### src/common/swd_map.svh
`ifndef SWD_MAP_SVH
`define SWD_MAP_SVH
`define SWD_TICK_NS 1000000000
`define SWD_CLK_NS 10
`define SWD_TICK_CYCLES (`SWD_TICK_NS / `SWD_CLK_NS)
`define SWD_INTERVAL_MIN 8'h01
`define SWD_INTERVAL_MAX 8'hff
`define SWD_INTERVAL_RESET 8'h01
`define SWD_RESET_PULSE_CYCLES 16
`define SWD_SECONDS_LEFT_RESET 8'h00
`endif

### src/common/swd_pkg.sv
`default_nettype none
package swd_pkg;
  typedef enum logic [1:0] {
    SWD_IDLE = 2'b00,
    SWD_RUN = 2'b01,
    SWD_FIRE = 2'b11
  } swd_state_t;
  typedef logic [7:0] swd_interval_t;
endpackage
`default_nettype wire

### src/logic/swd_system_watchdog.sv
// Contract
// - interval programmable 1 to 255 seconds in one-second steps
// - armed watchdog resets system when interval elapses without refresh or disable
// - armed at boot, it resets the system if the os never takes control
// - usable at boot and at runtime; arm, refresh, disable by any software path
`include "swd_map.svh"
`default_nettype none
module swd_system_watchdog #(
  parameter int TICK_CYCLES = `SWD_TICK_CYCLES,
  parameter int RESET_PULSE_CYCLES = `SWD_RESET_PULSE_CYCLES
) (
  // clock and reset
  input wire logic clk,
  input wire logic rst_n,
  // software control, one-cycle pulses from same-clock logic
  input wire logic arm,
  input wire logic refresh,
  input wire logic disarm,
  input wire swd_pkg::swd_interval_t interval,
  // status and system reset
  output logic armed,
  output swd_pkg::swd_interval_t seconds_left,
  output logic sys_reset
);
  import swd_pkg::*;

  // a zero count would leave the prescaler or the pulse without an end
  if (TICK_CYCLES < 1 || RESET_PULSE_CYCLES < 1) begin : g_bad_counts
    $error("swd: counts must be at least one");
  end

  localparam int TW = (TICK_CYCLES > 1) ? $clog2(TICK_CYCLES) : 1;
  localparam int PW = $clog2(RESET_PULSE_CYCLES + 1);
  localparam int LW = PW + 1;

  swd_state_t state_ff;
  swd_interval_t secs_ff;
  swd_interval_t load_val;
  logic [TW-1:0] tick_cnt_ff;
  logic [PW-1:0] pulse_cnt_ff;
  logic tick;
  logic armed_ff;
  logic sys_reset_ff;
  logic [LW-1:0] rst_len_ff;

  // zero would mean instant reset, so it is raised to the least step
  assign load_val = (interval < `SWD_INTERVAL_MIN) ? `SWD_INTERVAL_MIN : interval;
  assign tick = (tick_cnt_ff == TW'(TICK_CYCLES - 1));

  // tick prescaler restarts on arm and refresh so a full second is always granted
  always_ff @(posedge clk) begin
    if (!rst_n || state_ff != SWD_RUN || arm || refresh) begin
      tick_cnt_ff <= '0;
    end else if (tick) begin
      tick_cnt_ff <= '0;
    end else begin
      tick_cnt_ff <= tick_cnt_ff + TW'(1);
    end
  end

  // disable beats refresh and arm when they coincide; refresh and arm reload alike, and arm is taken in idle
  always_ff @(posedge clk) begin
    if (!rst_n) begin
      state_ff <= SWD_IDLE;
      secs_ff <= `SWD_INTERVAL_RESET;
      pulse_cnt_ff <= '0;
    end else begin
      case (state_ff)
        SWD_IDLE: begin
          if (arm && !disarm) begin
            state_ff <= SWD_RUN;
            secs_ff <= load_val;
          end
        end
        SWD_RUN: begin
          if (disarm) begin
            state_ff <= SWD_IDLE;
          end else if (refresh || arm) begin
            secs_ff <= load_val;
          end else if (tick) begin
            if (secs_ff == 8'h01) begin
              state_ff <= SWD_FIRE;
              pulse_cnt_ff <= PW'(RESET_PULSE_CYCLES);
              secs_ff <= 8'h00;
            end else begin
              secs_ff <= secs_ff - 8'h01;
            end
          end
        end
        SWD_FIRE: begin
          // the reset pulse cannot be cancelled once started
          if (pulse_cnt_ff == PW'(1)) begin
            state_ff <= SWD_IDLE;
          end
          pulse_cnt_ff <= pulse_cnt_ff - PW'(1);
        end
        default: state_ff <= SWD_IDLE;
      endcase
    end
  end

  always_ff @(posedge clk) begin
    if (!rst_n) begin
      armed_ff <= 1'b0;
      sys_reset_ff <= 1'b0;
    end else begin
      armed_ff <= (state_ff == SWD_RUN);
      sys_reset_ff <= (state_ff == SWD_FIRE);
    end
  end

  assign armed = armed_ff;
  assign sys_reset = sys_reset_ff;

  // pulse length is counted here, a long repetition would be too slow to check
  always_ff @(posedge clk) begin
    if (!rst_n || !sys_reset_ff) begin
      rst_len_ff <= '0;
    end else begin
      rst_len_ff <= rst_len_ff + LW'(1);
    end
  end

  always_ff @(posedge clk) begin
    if (!rst_n) begin
      seconds_left <= `SWD_SECONDS_LEFT_RESET;
    end else begin
      seconds_left <= secs_ff;
    end
  end

  property p_fire_on_expiry;
    @(posedge clk) disable iff (!rst_n)
    (state_ff == SWD_RUN && tick && secs_ff == 8'h01 && !disarm && !refresh && !arm)
      |=> state_ff == SWD_FIRE ##1 sys_reset;
  endproperty
  a_fire_on_expiry: assert property (p_fire_on_expiry) else $error("no reset at expiry");

  property p_disarm_no_reset;
    @(posedge clk) disable iff (!rst_n)
    (state_ff == SWD_RUN && disarm) |=> state_ff == SWD_IDLE ##1 !sys_reset;
  endproperty
  a_disarm_no_reset: assert property (p_disarm_no_reset) else $error("disable failed");

  property p_refresh_reload;
    @(posedge clk) disable iff (!rst_n)
    (state_ff == SWD_RUN && refresh && !disarm) |=> secs_ff == $past(load_val);
  endproperty
  a_refresh_reload: assert property (p_refresh_reload) else $error("refresh no reload");

  property p_arm_load;
    @(posedge clk) disable iff (!rst_n)
    (state_ff == SWD_IDLE && arm && !disarm) |=> state_ff == SWD_RUN ##1 armed;
  endproperty
  a_arm_load: assert property (p_arm_load) else $error("arm not taken");

  property p_range;
    @(posedge clk) disable iff (!rst_n)
    state_ff == SWD_RUN |-> secs_ff >= `SWD_INTERVAL_MIN;
  endproperty
  a_range: assert property (p_range) else $error("count out of range");

  property p_reset_only_fire;
    @(posedge clk) disable iff (!rst_n)
    $rose(sys_reset) |-> $past(state_ff) == SWD_FIRE && $past(secs_ff) == 8'h00;
  endproperty
  a_reset_only_fire: assert property (p_reset_only_fire) else $error("spurious reset");

  property p_step_one;
    @(posedge clk) disable iff (!rst_n)
    (state_ff == SWD_RUN && tick && !arm && !refresh && !disarm && secs_ff > 8'h01)
      |=> secs_ff == $past(secs_ff) - 8'h01;
  endproperty
  a_step_one: assert property (p_step_one) else $error("step not one second");

  property p_hold_between_ticks;
    @(posedge clk) disable iff (!rst_n)
    (state_ff == SWD_RUN && !tick && !arm && !refresh && !disarm) |=> $stable(secs_ff);
  endproperty
  a_hold_between_ticks: assert property (p_hold_between_ticks) else $error("count moved");

  property p_pulse_len;
    @(posedge clk) disable iff (!rst_n)
    $fell(sys_reset) |-> rst_len_ff == LW'(RESET_PULSE_CYCLES);
  endproperty
  a_pulse_len: assert property (p_pulse_len) else $error("reset pulse length wrong");

  property p_fire_holds;
    @(posedge clk) disable iff (!rst_n)
    (state_ff == SWD_FIRE && pulse_cnt_ff != PW'(1)) |=> state_ff == SWD_FIRE;
  endproperty
  a_fire_holds: assert property (p_fire_holds) else $error("reset pulse cut short");

  property p_fire_from_run;
    @(posedge clk) disable iff (!rst_n)
    $rose(state_ff == SWD_FIRE) |-> $past(state_ff) == SWD_RUN && $past(tick);
  endproperty
  a_fire_from_run: assert property (p_fire_from_run) else $error("fire without expiry");

  // refresh alone must never start a countdown
  property p_idle_holds;
    @(posedge clk) disable iff (!rst_n)
    (state_ff == SWD_IDLE && !arm) |=> state_ff == SWD_IDLE;
  endproperty
  a_idle_holds: assert property (p_idle_holds) else $error("left idle without arm");

  property p_rearm_reload;
    @(posedge clk) disable iff (!rst_n)
    (state_ff == SWD_RUN && arm && !disarm) |=> secs_ff == $past(load_val);
  endproperty
  a_rearm_reload: assert property (p_rearm_reload) else $error("re-arm no reload");

  property p_armed_tracks;
    @(posedge clk) disable iff (!rst_n)
    1'b1 |=> armed == $past(state_ff == SWD_RUN);
  endproperty
  a_armed_tracks: assert property (p_armed_tracks) else $error("armed flag wrong");

  c_fire: cover property (@(posedge clk) disable iff (!rst_n) $rose(sys_reset));
  c_refresh: cover property (@(posedge clk) disable iff (!rst_n) state_ff == SWD_RUN && refresh);
  c_disarm: cover property (@(posedge clk) disable iff (!rst_n) state_ff == SWD_RUN && disarm);
  c_rearm: cover property (@(posedge clk) disable iff (!rst_n) state_ff == SWD_RUN && arm);
  c_zero_iv: cover property (@(posedge clk) disable iff (!rst_n) arm && interval == 8'h00);
endmodule
`default_nettype wire

### config.mk
export PLATFORM = sky130hd
export DESIGN_NAME = swd_system_watchdog
export DESIGN_NICKNAME = d
export VERILOG_FILES = /design/src/common/swd_pkg.sv /design/src/logic/swd_system_watchdog.sv
export VERILOG_INCLUDE_DIRS = /design/src /design/src/common
export SDC_FILE = /design/constraint.sdc
export NUM_CORES = 1
export LEC_CHECK = 0
export BUFFER_PORTS_ARGS = -buffer_cell sky130_fd_sc_hd__buf_4
export CAP_MARGIN = 20
export CORE_AREA = 4 4 79 81
export CTS_CLUSTER_SIZE = 40
export DETAILED_ROUTE_END_ITERATION = 10
export DIE_AREA = 0 0 83 85
export PLACE_DENSITY_LB_ADDON = 0.2
export SETUP_SLACK_MARGIN = 0.3
export SYNTH_ARGS = -nofsm -noshare
export SYNTH_HDL_FRONTEND = slang
export SYNTH_SLANG_ARGS = --single-unit
export TNS_END_PERCENT = 100
### constraint.sdc
create_clock -name clk -period 3.25 [get_ports clk]
set_clock_uncertainty 0.1 [all_clocks]
set_input_delay 0.1625 -clock clk [delete_from_list [all_inputs] [get_ports clk]]
set_output_delay 0.1625 -clock clk [all_outputs]
set_load 0.02 [all_outputs]
* Word level (Yosys, flattened, before mapping)
Index checks and enable logic that the tools add are counted.
** Storage, ports and cells
- Flip-flop bits (word level) :: 52
- Input bits :: 13
- Output and inout bits :: 10
- Word-level logic and storage cells :: 60
** Operators by class
- Add/subtract/negate cells :: 3
- Order comparisons :: 1
- Equal/unequal tests :: 16
- Mux-type cells :: 19
- Reductions and logical operators :: 14
** Operator list (count)
- $mux 8 :: 6
- $add 27x1->27 const B :: 1
- $eq 27x27->1 const B :: 1
- $mux 5 :: 4
- $pmux 8 s2 :: 1
- $mux 2 :: 6
- $ne 2x2->1 const B :: 6
- $ne 3x3->1 const B :: 4
- $pmux 5 s2 :: 1
- $reduce_and 5->1 :: 2
- $eq 8x1->1 const B :: 1
- $lt 8x1->1 const B :: 1
- $sub 8x1->8 const B :: 1
- $pmux 2 s3 :: 1
- $eq 5x1->1 const B :: 1
- $sub 5x1->5 const B :: 1
- $logic_or 1x1->1 :: 4
- $reduce_and 4->1 :: 1
- $reduce_bool 2->1 :: 2
- $eq 2x1->1 const B :: 1
- $eq 2x2->1 const B :: 1
- $logic_not 1->1 :: 2
- $logic_not 2->1 :: 1
- $ne 2x1->1 const B :: 1
- 2 further kinds :: 2

* Logic depth before layout (Yosys ltp)
Gate-level depths: netlist of the first run.
- Depth after elaboration :: 6
- Depth in mapped cells :: 8
- Depth with buffers taken out :: 7

* Least setup slack after synthesis of the first run
Ideal clock, no wire load.
- Path type :: register -> register
- Start :: reg secs_ff[1]
- End :: reg pulse_cnt_ff[4]
- Setup time :: 0.104 ns
- Data arrival time :: 2.352 ns
- Data required time :: 3.046 ns
- Slack :: 0.694 ns
- Cell stages (with the launch flop) :: 8
- Buffers on the path :: 0
- Period minus slack after synthesis :: 2.556 ns
- Path through :: dfxtp_1 -> inv_1 -> ha_1 -> or4b_4 -> or3_4 -> or4_4 -> and4b_4 -> a2111oi_2
** On the way
- Cells in the longest elaborated chain, start to end :: 3
** Ends and longest elaborated chain
- start: declaration :: line swd_system_watchdog.sv:37 : swd_interval_t secs_ff;
- start signal: assignment :: line swd_system_watchdog.sv:65 : secs_ff <= `SWD_INTERVAL_RESET;
- start signal: assignment :: line swd_system_watchdog.sv:72 : secs_ff <= load_val;
- start signal: assignment :: line swd_system_watchdog.sv:79 : secs_ff <= load_val;
- $eq 8x1->1 :: line swd_system_watchdog.sv:81 : if (secs_ff == 8'h01) begin
- $ne 2x2->1 (no line)
- $reduce_and 5->1 (no line)
- end signal: assignment :: line swd_system_watchdog.sv:83 : pulse_cnt_ff <= PW'(RESET_PULSE_CYCLES);
- end signal: assignment :: line swd_system_watchdog.sv:95 : pulse_cnt_ff <= pulse_cnt_ff - PW'(1);
- end: declaration :: line swd_system_watchdog.sv:40 : logic [PW-1:0] pulse_cnt_ff;
Every way passes these cells.
A chain may end at the register's enable or synchronous reset.

* Worst setup path in the final report of the first run
Same ends and word-level chain as after synthesis.

==> flow_summary.toml, run 1 <==
[power_and_ir_drop]
leakage_nw = 1.03
swShare = 0.216
seqPwrFrac = 0.534
power_density_nw_per_um2 = 439
irDropWorstVdd_mv = 0.204
power_switching_mw = 0.266
intPower_mw = 0.967
clockPowerShare = 0.385
p_comb_frac = 0.081
power.total_mw = 1.23

[die]
start_util = 0.447
die-area_um2 = 7060
die_w_um = 83
die_h_um = 85
rows = 27
io-pin-count = 23
core_um2 = 5470

[sta]
fmax_mhz = 370
hold_violations = 0
final_max_slew_viol_count = 0
slew_headroom = 0.416
min_period_ns = 2.70
rsz0062_at_grt = "false"
setup_tns_ns = 0
setup_viol = 0
finalCritPeriodShare = 0.831
worst_pin_slew_ns = 0.870
whs_ns = 0.0652

[setup_path]
crit_fanout = 4
critPathBufInv = 1
startpoint_type = "flip-flop"
crit_required_ns = 3.36
crit_slowest_cell = "or4_4"
worstSetupEndpointType = "flip-flop"
worstPathArrival_ns = 2.80
path_cells = "inv_1, ha_1, or4b_4, or3_4, or4_4, and4b_4, a2111oi_2"
worstSetupPathType = "reg -> reg"
max_stage_delay_ns = 0.52
crit_family = "simple AND/OR/NAND/NOR gates"

[cts]
clk_pin_slew_ns = 0.09
insertion_delay_ns = 0.30
htreeDepth = 2
numCtsBuffers = 5
cts_tree = "built"
clock_path_buffers = 2
holdBufCountCts = 0
cts_setup_buffers = 0
root_buffer = "clkbuf_8"
cts_resized = 0
cts_sinks = 52

[synthesis]
synth-xor-area-share = 0.0932
synthAdderAreaFrac = 0.0256
synth.avg_cell_area_um2 = 8.85
synth_cells = 276
yosys-top-cells-area = "dfxtp_1, xor2_1, nor2_1"
yosysTopAreaCellShare = 0.426
synth_mux_area_frac = 0.00410
ys_types = 54
synth-simple-area-share = 0.304
async_reset_ff_frac = 0
synth_nets = 294
yosysWarningCount = 0
netlist_area_um2 = 2440
synth-edff-count = 0
synth_compound_gate_area_share = 0.113
yosysSeqAreaShare = 0.426
synth_top_family_by_area = "simple AND/OR/NAND/NOR gates"
synth_ff_type = "dfxtp_1"
ys_ff_latch = 52
synth_top_area_cell = "dfxtp_1"

[global_route]
grt_pass1_wl_um = 8750
grt_max_degree = 28
antenna_found_initial = 0
overflow = 0
grt_usage = 0.149
grt_pass1_vias = 1874

[finish]
finish.instance_area_um2 = 2810
diodes = 0
fin_nets = 318
drive_gt1_frac = 0.150
syn_to_final_growth_pct = 15.0
fill_cells = 533

[drt]
postRouteAntennaNets = 0
drt-initial-drc-count = 103
vias_per_cell = 5.38
drc = 0
vias = 2008
drtPass1Iterations = 4
post_drt_wl_per_cell_um = 13.2
routed_wl_um = 4940

[status]
outcome = "complete, no violations"

[run]
drv_cap = 0

[placement]
place.gp.congestion = 0.817
io_buffers = 22
dp_hpwl_um = 3530
placed_cell_area_um2 = 2680

[min_path]
min-delay-path-class = "in -> reg"
cells in the mapped netlist (all sizes together), types with 2 or more instances:
library cell   n
nor4b          3
a211oi         4
o211ai         2
dfxtp         52
o21ai          5
a21oi          7
nand2b         2
or4b           2
and2           8
and4           4
xnor2          5
nor3           4
o21a           2
nor2          38
nor4           4
inv            7
buf            5
or4            4
clkbuf         5
o41ai          2
a21boi         2
nand2         16
xor2          21
a32o           4
ha             5
or3            5
nand4         12
and3           9
nand3         20
o31ai          3
through the flow:
step | setup WS (ns) | std cells | util
after floorplan | 0.694 | 276 | -
after global placement | 0.634 | 365 | 0.490
after detailed placement | 0.578 | 365 | 0.490
after CTS | 0.555 | 373 | 0.513
after global routing | 0.455 | 373 | 0.513
final | 0.551 | 373 | 0.513
cell type report:
type,count,area (µm²),share of cell area
clock buffers,7,96.3,0.0343
multi-input cells,206,1320,0.469
inverters,8,30.0,0.0107
well taps,72,90.1,0.0321
repair buffers,27,203,0.0722
flip-flops and latches,52,1040,0.371
clock inverters,1,30.0,0.0107
state kept, by name, indices dropped and copies added, names as in the netlist:
name and cells:
tick_cnt_ff 27, state_ff 2, seconds_left 8, secs_ff 8
pulse_cnt_ff 5, sys_reset 1, armed 1
routing by layer:
| metal | vias up | GRT usage | share of wire |
|---|---|---|---|
| li1 | 1043 | - | - |
| met1 | 924 | 0.195 | 0.49 |
| met2 | 36 | 0.231 | 0.45 |
| met3 | 5 | 0.0476 | 0.045 |
| met4 | 0 | 0.0490 | 0.011 |
| met5 | - | 0 | 0 |
final timing paths:
kind / endpoint / slack (ns) / startpoint / cells after the start
setup / recovery: pulse_cnt_ff[4] / 0.55 / secs_ff[1] / 7
hold / removal: secs_ff[1] / 0.07 / interval[1] / 3
setup reg to reg: pulse_cnt_ff[4] / 0.55 / secs_ff[1] / 7
hold reg to reg: tick_cnt_ff[0] / 0.38 / tick_cnt_ff[0] / 1
cells by family after synthesis:
family                     after synthesis
DFF                                     52
muxes                                    1
adders and majority gates                5
AOI/OAI and AO/OA                       38
xor gates and xnor gates                26
buffers and inverters                   18
and+or+nand+nor                        136
tightest hold or removal path, stage by stage:
cell and delay, ns:
buf_4 0.11, nand2_1 0.06, a311oi_1 0.08
cell usage in the layout, fill, tap and decap left out, types with 3 or more instances in the layout:
| cell type | n |
|---|---|
| nor2_1 | 38 |
| nor3_1 | 4 |
| ha_1 | 5 |
| buf_4 | 27 |
| and4_1 | 4 |
| nand3_1 | 20 |
| nor4_1 | 4 |
| nor4b_1 | 3 |
| a211oi_1 | 4 |
| a21oi_1 | 7 |
| and2_1 | 6 |
| or3_1 | 4 |
| dfxtp_1 | 52 |
| nand2_1 | 16 |
| xor2_1 | 21 |
| inv_1 | 7 |
| and3_1 | 8 |
| xnor2_1 | 5 |
| a32o_1 | 4 |
| o21ai_0 | 4 |
| nand4_1 | 12 |
| clkbuf_8 | 7 |
| o31ai_1 | 3 |
power groups by stage:
stage,registers [mW],clock network (mW),logic (mW)
after floorplan,0.676,0,0.0599
after global placement,0.673,0,0.0993
after detailed placement,0.674,0,0.0994
after CTS,0.659,0.499,0.0999
after global routing,0.661,0.527,0.110
final,0.659,0.474,0.0995
(Power assumes the default switching activity.)
==> inputs of run 2 (changes only) <==
==> constraint.sdc (replaced) <==
create_clock -name clk -period 2.6 [get_ports clk]
set_clock_uncertainty 0.1 [all_clocks]
set_input_delay 0.13 -clock clk [delete_from_list [all_inputs] [get_ports clk]]
set_output_delay 0.13 -clock clk [all_outputs]
set_load 0.02 [all_outputs]
==> flow_summary.toml, run 2 (synthesized netlist as in run 1, its figures left out) <==
[setup_path]
crit_fanout = 4
path_cells = "inv_2, ha_4, or4b_4, or3_4, or4_4, and4b_4, a2111oi_4"
r2r_cells = 7
cp-startpoint = "secs_ff[1]"
crit_required_ns = 2.71
worstPathArrival_ns = 2.62
crit_slowest_cell = "or4_4"
rr_endpoint = "pulse_cnt_ff[4]"
rr_startpoint = "secs_ff[1]"
max_stage_delay_ns = 0.54
startpoint_type = "flip-flop"
crit_end = "pulse_cnt_ff[4]"
worstSetupEndpointType = "flip-flop"
reg2reg_slack_ns = 0.09
worstSetupPathType = "reg -> reg"

[power_and_ir_drop]
leakage_nw = 1.11
irDropWorstVdd_mv = 0.317
power_density_nw_per_um2 = 576
power.total_mw = 1.72

[cts]
cts_tree = "built"
insertion_delay_ns = 0.30
holdBufCountCts = 0
root_buffer = "clkbuf_8"
numCtsBuffers = 5
htreeDepth = 2
clk_pin_slew_ns = 0.09
cts_sinks = 52
clock_path_buffers = 2

[drt]
drtPass1Iterations = 4
postRouteAntennaNets = 0
vias = 2083
drt-initial-drc-count = 107
drc = 0
routed_wl_um = 5180
vias_per_cell = 5.42
post_drt_wl_per_cell_um = 13.5

[sta]
fmax_mhz = 398
slew_headroom = 0.718
setup_tns_ns = 0
rsz0062_at_grt = "true"
final.setup.worst_slack_ns = 0.0900
min_period_ns = 2.51
finalCritPeriodShare = 0.965
worst_pin_slew_ns = 0.419
whs_ns = 0.0222
hold_violations = 0
setup_viol = 0
final_max_slew_viol_count = 0

[finish]
largest_reg_flops = 27
largestRegisters = "tick_cnt_ff: 27 flops, seconds_left: 8 flops, secs_ff: 8 flops"
fin_nets = 329
drive_gt1_frac = 0.215
fin_util = 0.545
finish.instance_area_um2 = 2990
diodes = 0
top_register = "tick_cnt_ff"
fin_cells = 384
final_cell_mix = "dfxtp_1, nor2_1, buf_4, xor2_1, nand3_1"
layout_commonest_cell = "dfxtp_1"
fill_cells = 526
syn_to_final_growth_pct = 22.2

[placement]
placed_cell_area_um2 = 2760
dpl_worst_slack_ns = 0.0811
io_buffers = 22
dp_hpwl_um = 3480
place.gp.congestion = 0.816
place_inst = 373

[global_route]
grt_pass1_vias = 1914
antenna_found_initial = 0
grt_pass1_wl_um = 8900
grt_max_degree = 28
overflow = 0
grt_usage = 0.151

[die]
die_h_um = 85
rows = 27
core_um2 = 5470
die_w_um = 83
die-area_um2 = 7060
start_util = 0.447
io-pin-count = 23

[status]
outcome = "complete, no violations"

[run]
drv_cap = 0

[min_path]
min-delay-path-class = "in -> reg"
-- run 2: cell types whose count changed in the layout (fill, tap and decap cells not counted), moves of 2 or more --
cell       before  now
a211oi_1        4    2
a211oi_2        0    2
buf_4          27   38
bufinv_16       1    3
clkbuf_8        7    5
dfxtp_1        52   50
-- run 2: repair_timing --
action | 4_1_cts | 5_1_grt
resized for setup | 4 | 5
pin swaps | 3 | 4
cloned | 0 | 0
setup endpoints to repair | 5 | 13
buffers inserted | 2 | 1
-- run 2: routing by layer --
metal / global-route usage / wire length (µm) / vias to the layer above / part of all wire
li1: - / - / 1063 / -
met1: 0.200 / 2530 / 975 / 0.49
met2: 0.240 / 2390 / 41 / 0.46
met3: 0.0466 / 239 / 4 / 0.046
met4: 0.0357 / 34 / 0 / 0.0066
met5: 0 / 0 / - / 0
-- run 2: power by group --
group	switching [mW]	internal (mW)
registers	0.0135	0.811
clock network	0.268	0.481
logic	0.0734	0.0707
-- run 2: area by class of cell --
| cell class | count | area [µm²] | area share |
|---|---|---|---|
| multi-input combinational | 206 | 1380 | 0.461 |
| sequential | 52 | 1050 | 0.350 |
| timing repair buffer | 38 | 285 | 0.0956 |
| clock inverter | 3 | 90.1 | 0.0302 |
| tap | 72 | 90.1 | 0.0302 |
| clock buffer | 5 | 68.8 | 0.0231 |
| inverter | 8 | 30.0 | 0.0101 |
-- run 2: worst min-delay path by stage --
| stage | start | endpoint | slack, ns | cells past startpoint |
|---|---|---|---|---|
| after CTS | interval[1] | secs_ff[1] | 0.007 | 3 |
| after global placement | interval[1] | secs_ff[1] | 0.34 | 3 |
| final | interval[1] | secs_ff[1] | 0.02 | 3 |
| after floorplan | rst_n | seconds_left[5] | 0.18 | 1 |
| after detailed placement | interval[1] | secs_ff[1] | 0.33 | 3 |
| after global routing | interval[1] | secs_ff[1] | 0.001 | 3 |
-- run 2: critical path: cells and delay by family, from the launching register on --
family	cells	cell delay, ns
DFF	1	0.34
buffers and inverters	1	0.07
and+or+nand+nor	4	1.62
AOI/OAI and AO/OA	1	0.18
adders and majority gates	1	0.12
==> inputs of run 3 (changes only) <==
--- a/config.mk
+++ b/config.mk
@@ -6,12 +6,13 @@
 export SDC_FILE = /design/constraint.sdc
 export NUM_CORES = 1
 export LEC_CHECK = 0
-export BUFFER_PORTS_ARGS = -buffer_cell sky130_fd_sc_hd__buf_4
+export ABC_AREA = 1
 export CAP_MARGIN = 20
-export CORE_AREA = 4 4 79 81
+export CORE_AREA = 4 4 87 89
 export CTS_CLUSTER_SIZE = 40
 export DETAILED_ROUTE_END_ITERATION = 10
-export DIE_AREA = 0 0 83 85
+export DIE_AREA = 0 0 91 93
+export DONT_BUFFER_PORTS = 1
 export PLACE_DENSITY_LB_ADDON = 0.2
 export SETUP_SLACK_MARGIN = 0.3
 export SYNTH_ARGS = -nofsm -noshare
==> flow_summary.toml, run 3 <==
[status]
outcome = "complete, no violations"

[setup_path]
worstPathArrival_ns = 1.92
startpoint_type = "primary input"
crit_fanout = 27
worstSetupPathType = "in -> reg"
rr_startpoint = "tick_cnt_ff[0]"
worstSetupEndpointType = "flip-flop"
crit_slowest_cell = "dlymetal6s4s_1"
crit_required_ns = 2.73
reg2reg_slack_ns = 0.81
cp-startpoint = "rst_n"
crit_family = "buffers and inverters"
path_cells = "dlymetal6s4s_1, inv_1, nor2_2, nand3_4, nor3b_1"
critPathBufInv = 2
max_stage_delay_ns = 0.65

[global_route]
grt_max_degree = 28
grt_pass1_wl_um = 10800
antenna_found_initial = 0
grt_pass1_vias = 2366
grt_usage = 0.154
overflow = 0

[placement]
dp_hpwl_um = 4580
dpl_worst_slack_ns = 0.800
place_inst = 510
placed_cell_area_um2 = 3050
io_buffers = 0
place.gp.congestion = 0.839

[die]
die_h_um = 93
io-pin-count = 23
die-area_um2 = 8460
core_um2 = 6760
die_w_um = 91
rows = 30
start_util = 0.441

[synthesis]
yosys-top-cells-area = "dfxtp_1, nand2_1, nor2_1"
synth_nets = 453
async_reset_ff_frac = 0
synth_ff_type = "dfxtp_1"
yosysWarningCount = 0
yosysSeqAreaShare = 0.349
synth.avg_cell_area_um2 = 6.86
yosysMostFrequentCell = "nand2_1"
synth_cells = 435
ys_types = 38
ys_ff_latch = 52
synth_top_area_cell = "dfxtp_1"
synthTopCellsByCount = "nand2_1, nor2_1, inv_1"
netlist_area_um2 = 2980
synth-edff-count = 0
yosysTopAreaCellShare = 0.349

[drt]
vias = 2578
drc = 0
vias_per_cell = 4.95
postRouteAntennaNets = 0
drt-initial-drc-count = 115
post_drt_wl_per_cell_um = 11.7
routed_wl_um = 6120
drtPass1Iterations = 4

[sta]
finalCritPeriodShare = 0.689
final.setup.worst_slack_ns = 0.809
setup_tns_ns = 0
fmax_mhz = 558
final_max_slew_viol_count = 0
setup_viol = 0
min_period_ns = 1.79
hold_violations = 0
slew_headroom = 0.495
worst_pin_slew_ns = 0.757
rsz0062_at_grt = "false"

[finish]
syn_to_final_growth_pct = 6.46
layout_commonest_cell = "nand2_1"
final_cell_mix = "nand2_1, nor2_1, inv_1, dfxtp_1, nand3_1"
largest_reg_flops = 27
fin_nets = 458
fin_cells = 521
finish.instance_area_um2 = 3180
diodes = 0
largestRegisters = "tick_cnt_ff: 27 flops, seconds_left: 8 flops, secs_ff: 8 flops"
top_register = "tick_cnt_ff"
drive_gt1_frac = 0.0998

[cts]
numCtsBuffers = 5
insertion_delay_ns = 0.31
clock_path_buffers = 2
clk_pin_slew_ns = 0.10
htreeDepth = 2
cts_sinks = 52
cts_tree = "built"
root_buffer = "clkbuf_8"

[power_and_ir_drop]
leakage_nw = 1.25
power_density_nw_per_um2 = 504
irDropWorstVdd_mv = 0.229

[min_path]
min-delay-path-class = "in -> reg"
hp-start = "disarm"

[run]
drv_cap = 0
run 3: cell count changes in the layout (fill, tap and decap cells not counted), moves of 10 or more:
cell and delta:
a21oi_1 +19, nand3_1 +11, inv_1 +54, nor2_1 +27
buf_4 -37, xor2_1 -12, nor3_1 +10, nand2_1 +85
run 3: tightest hold or removal path, stage by stage:
cell     delay (ns)
o21ai_0        0.13
nand2_1        0.10
nor2_1         0.03
run 3: worst paths after layout:
path / end / depth (start not counted)
setup / recovery: tick_cnt_ff[22] / 5
hold / removal: state_ff[1] / 3
setup reg to reg: tick_cnt_ff[22] / 8
hold reg to reg: seconds_left[7] / 2
run 3: metrics by stage:
| step | hold slack [ns] | utilization | total power, mW |
|---|---|---|---|
| after floorplan | 0.213 | - | 1.09 |
| after global placement | 0.123 | 0.452 | 1.13 |
| after detailed placement | 0.125 | 0.452 | 1.13 |
| after CTS | 0.0197 | 0.470 | 1.62 |
| after global routing | 0.0403 | 0.470 | 1.70 |
| final | 0.0187 | 0.470 | 1.60 |
run 3: kinds of logic (layout without fill, tap and decap cells):
family,count (synthesis),count (layout),share of synthesized area
DFF,52,52,0.349
and+or+nand+nor,258,258,0.432
xor gates and xnor gates,11,11,0.0323
adders and majority gates,5,5,0.0210
buffers and inverters,70,76,0.0948
AOI/OAI and AO/OA,39,39,0.0713
run 3: cell type report:
class | count | area, µm²
clock buffer | 5 | 68.8
sequential | 52 | 1040
multi-input combinational | 313 | 1660
fill | 723 | 3580
clock inverter | 3 | 22.5
inverter | 64 | 244
timing repair buffer | 4 | 40.0
tap | 80 | 100
run 3: power by group:
part           internal [mW]  switching [mW]
logic                 0.0883           0.150
registers              0.833          0.0519
clock network          0.194           0.283
run 3: layer usage:
metal  global-route usage  vias to the layer above  share of wire
met5                    0                        -              0
met4               0.0415                        0         0.0082
met3               0.0314                        4          0.028
met2                0.267                       28           0.47
met1                0.194                     1159           0.50
li1                     -                     1387              -
run 3: timing repair:
action	4_1_cts	5_1_grt
hold buffers	3	0
hold endpoints to repair	24	0
endpoints found under the setup margin	0	4
gates resized for setup	0	1
setup buffers	0	0
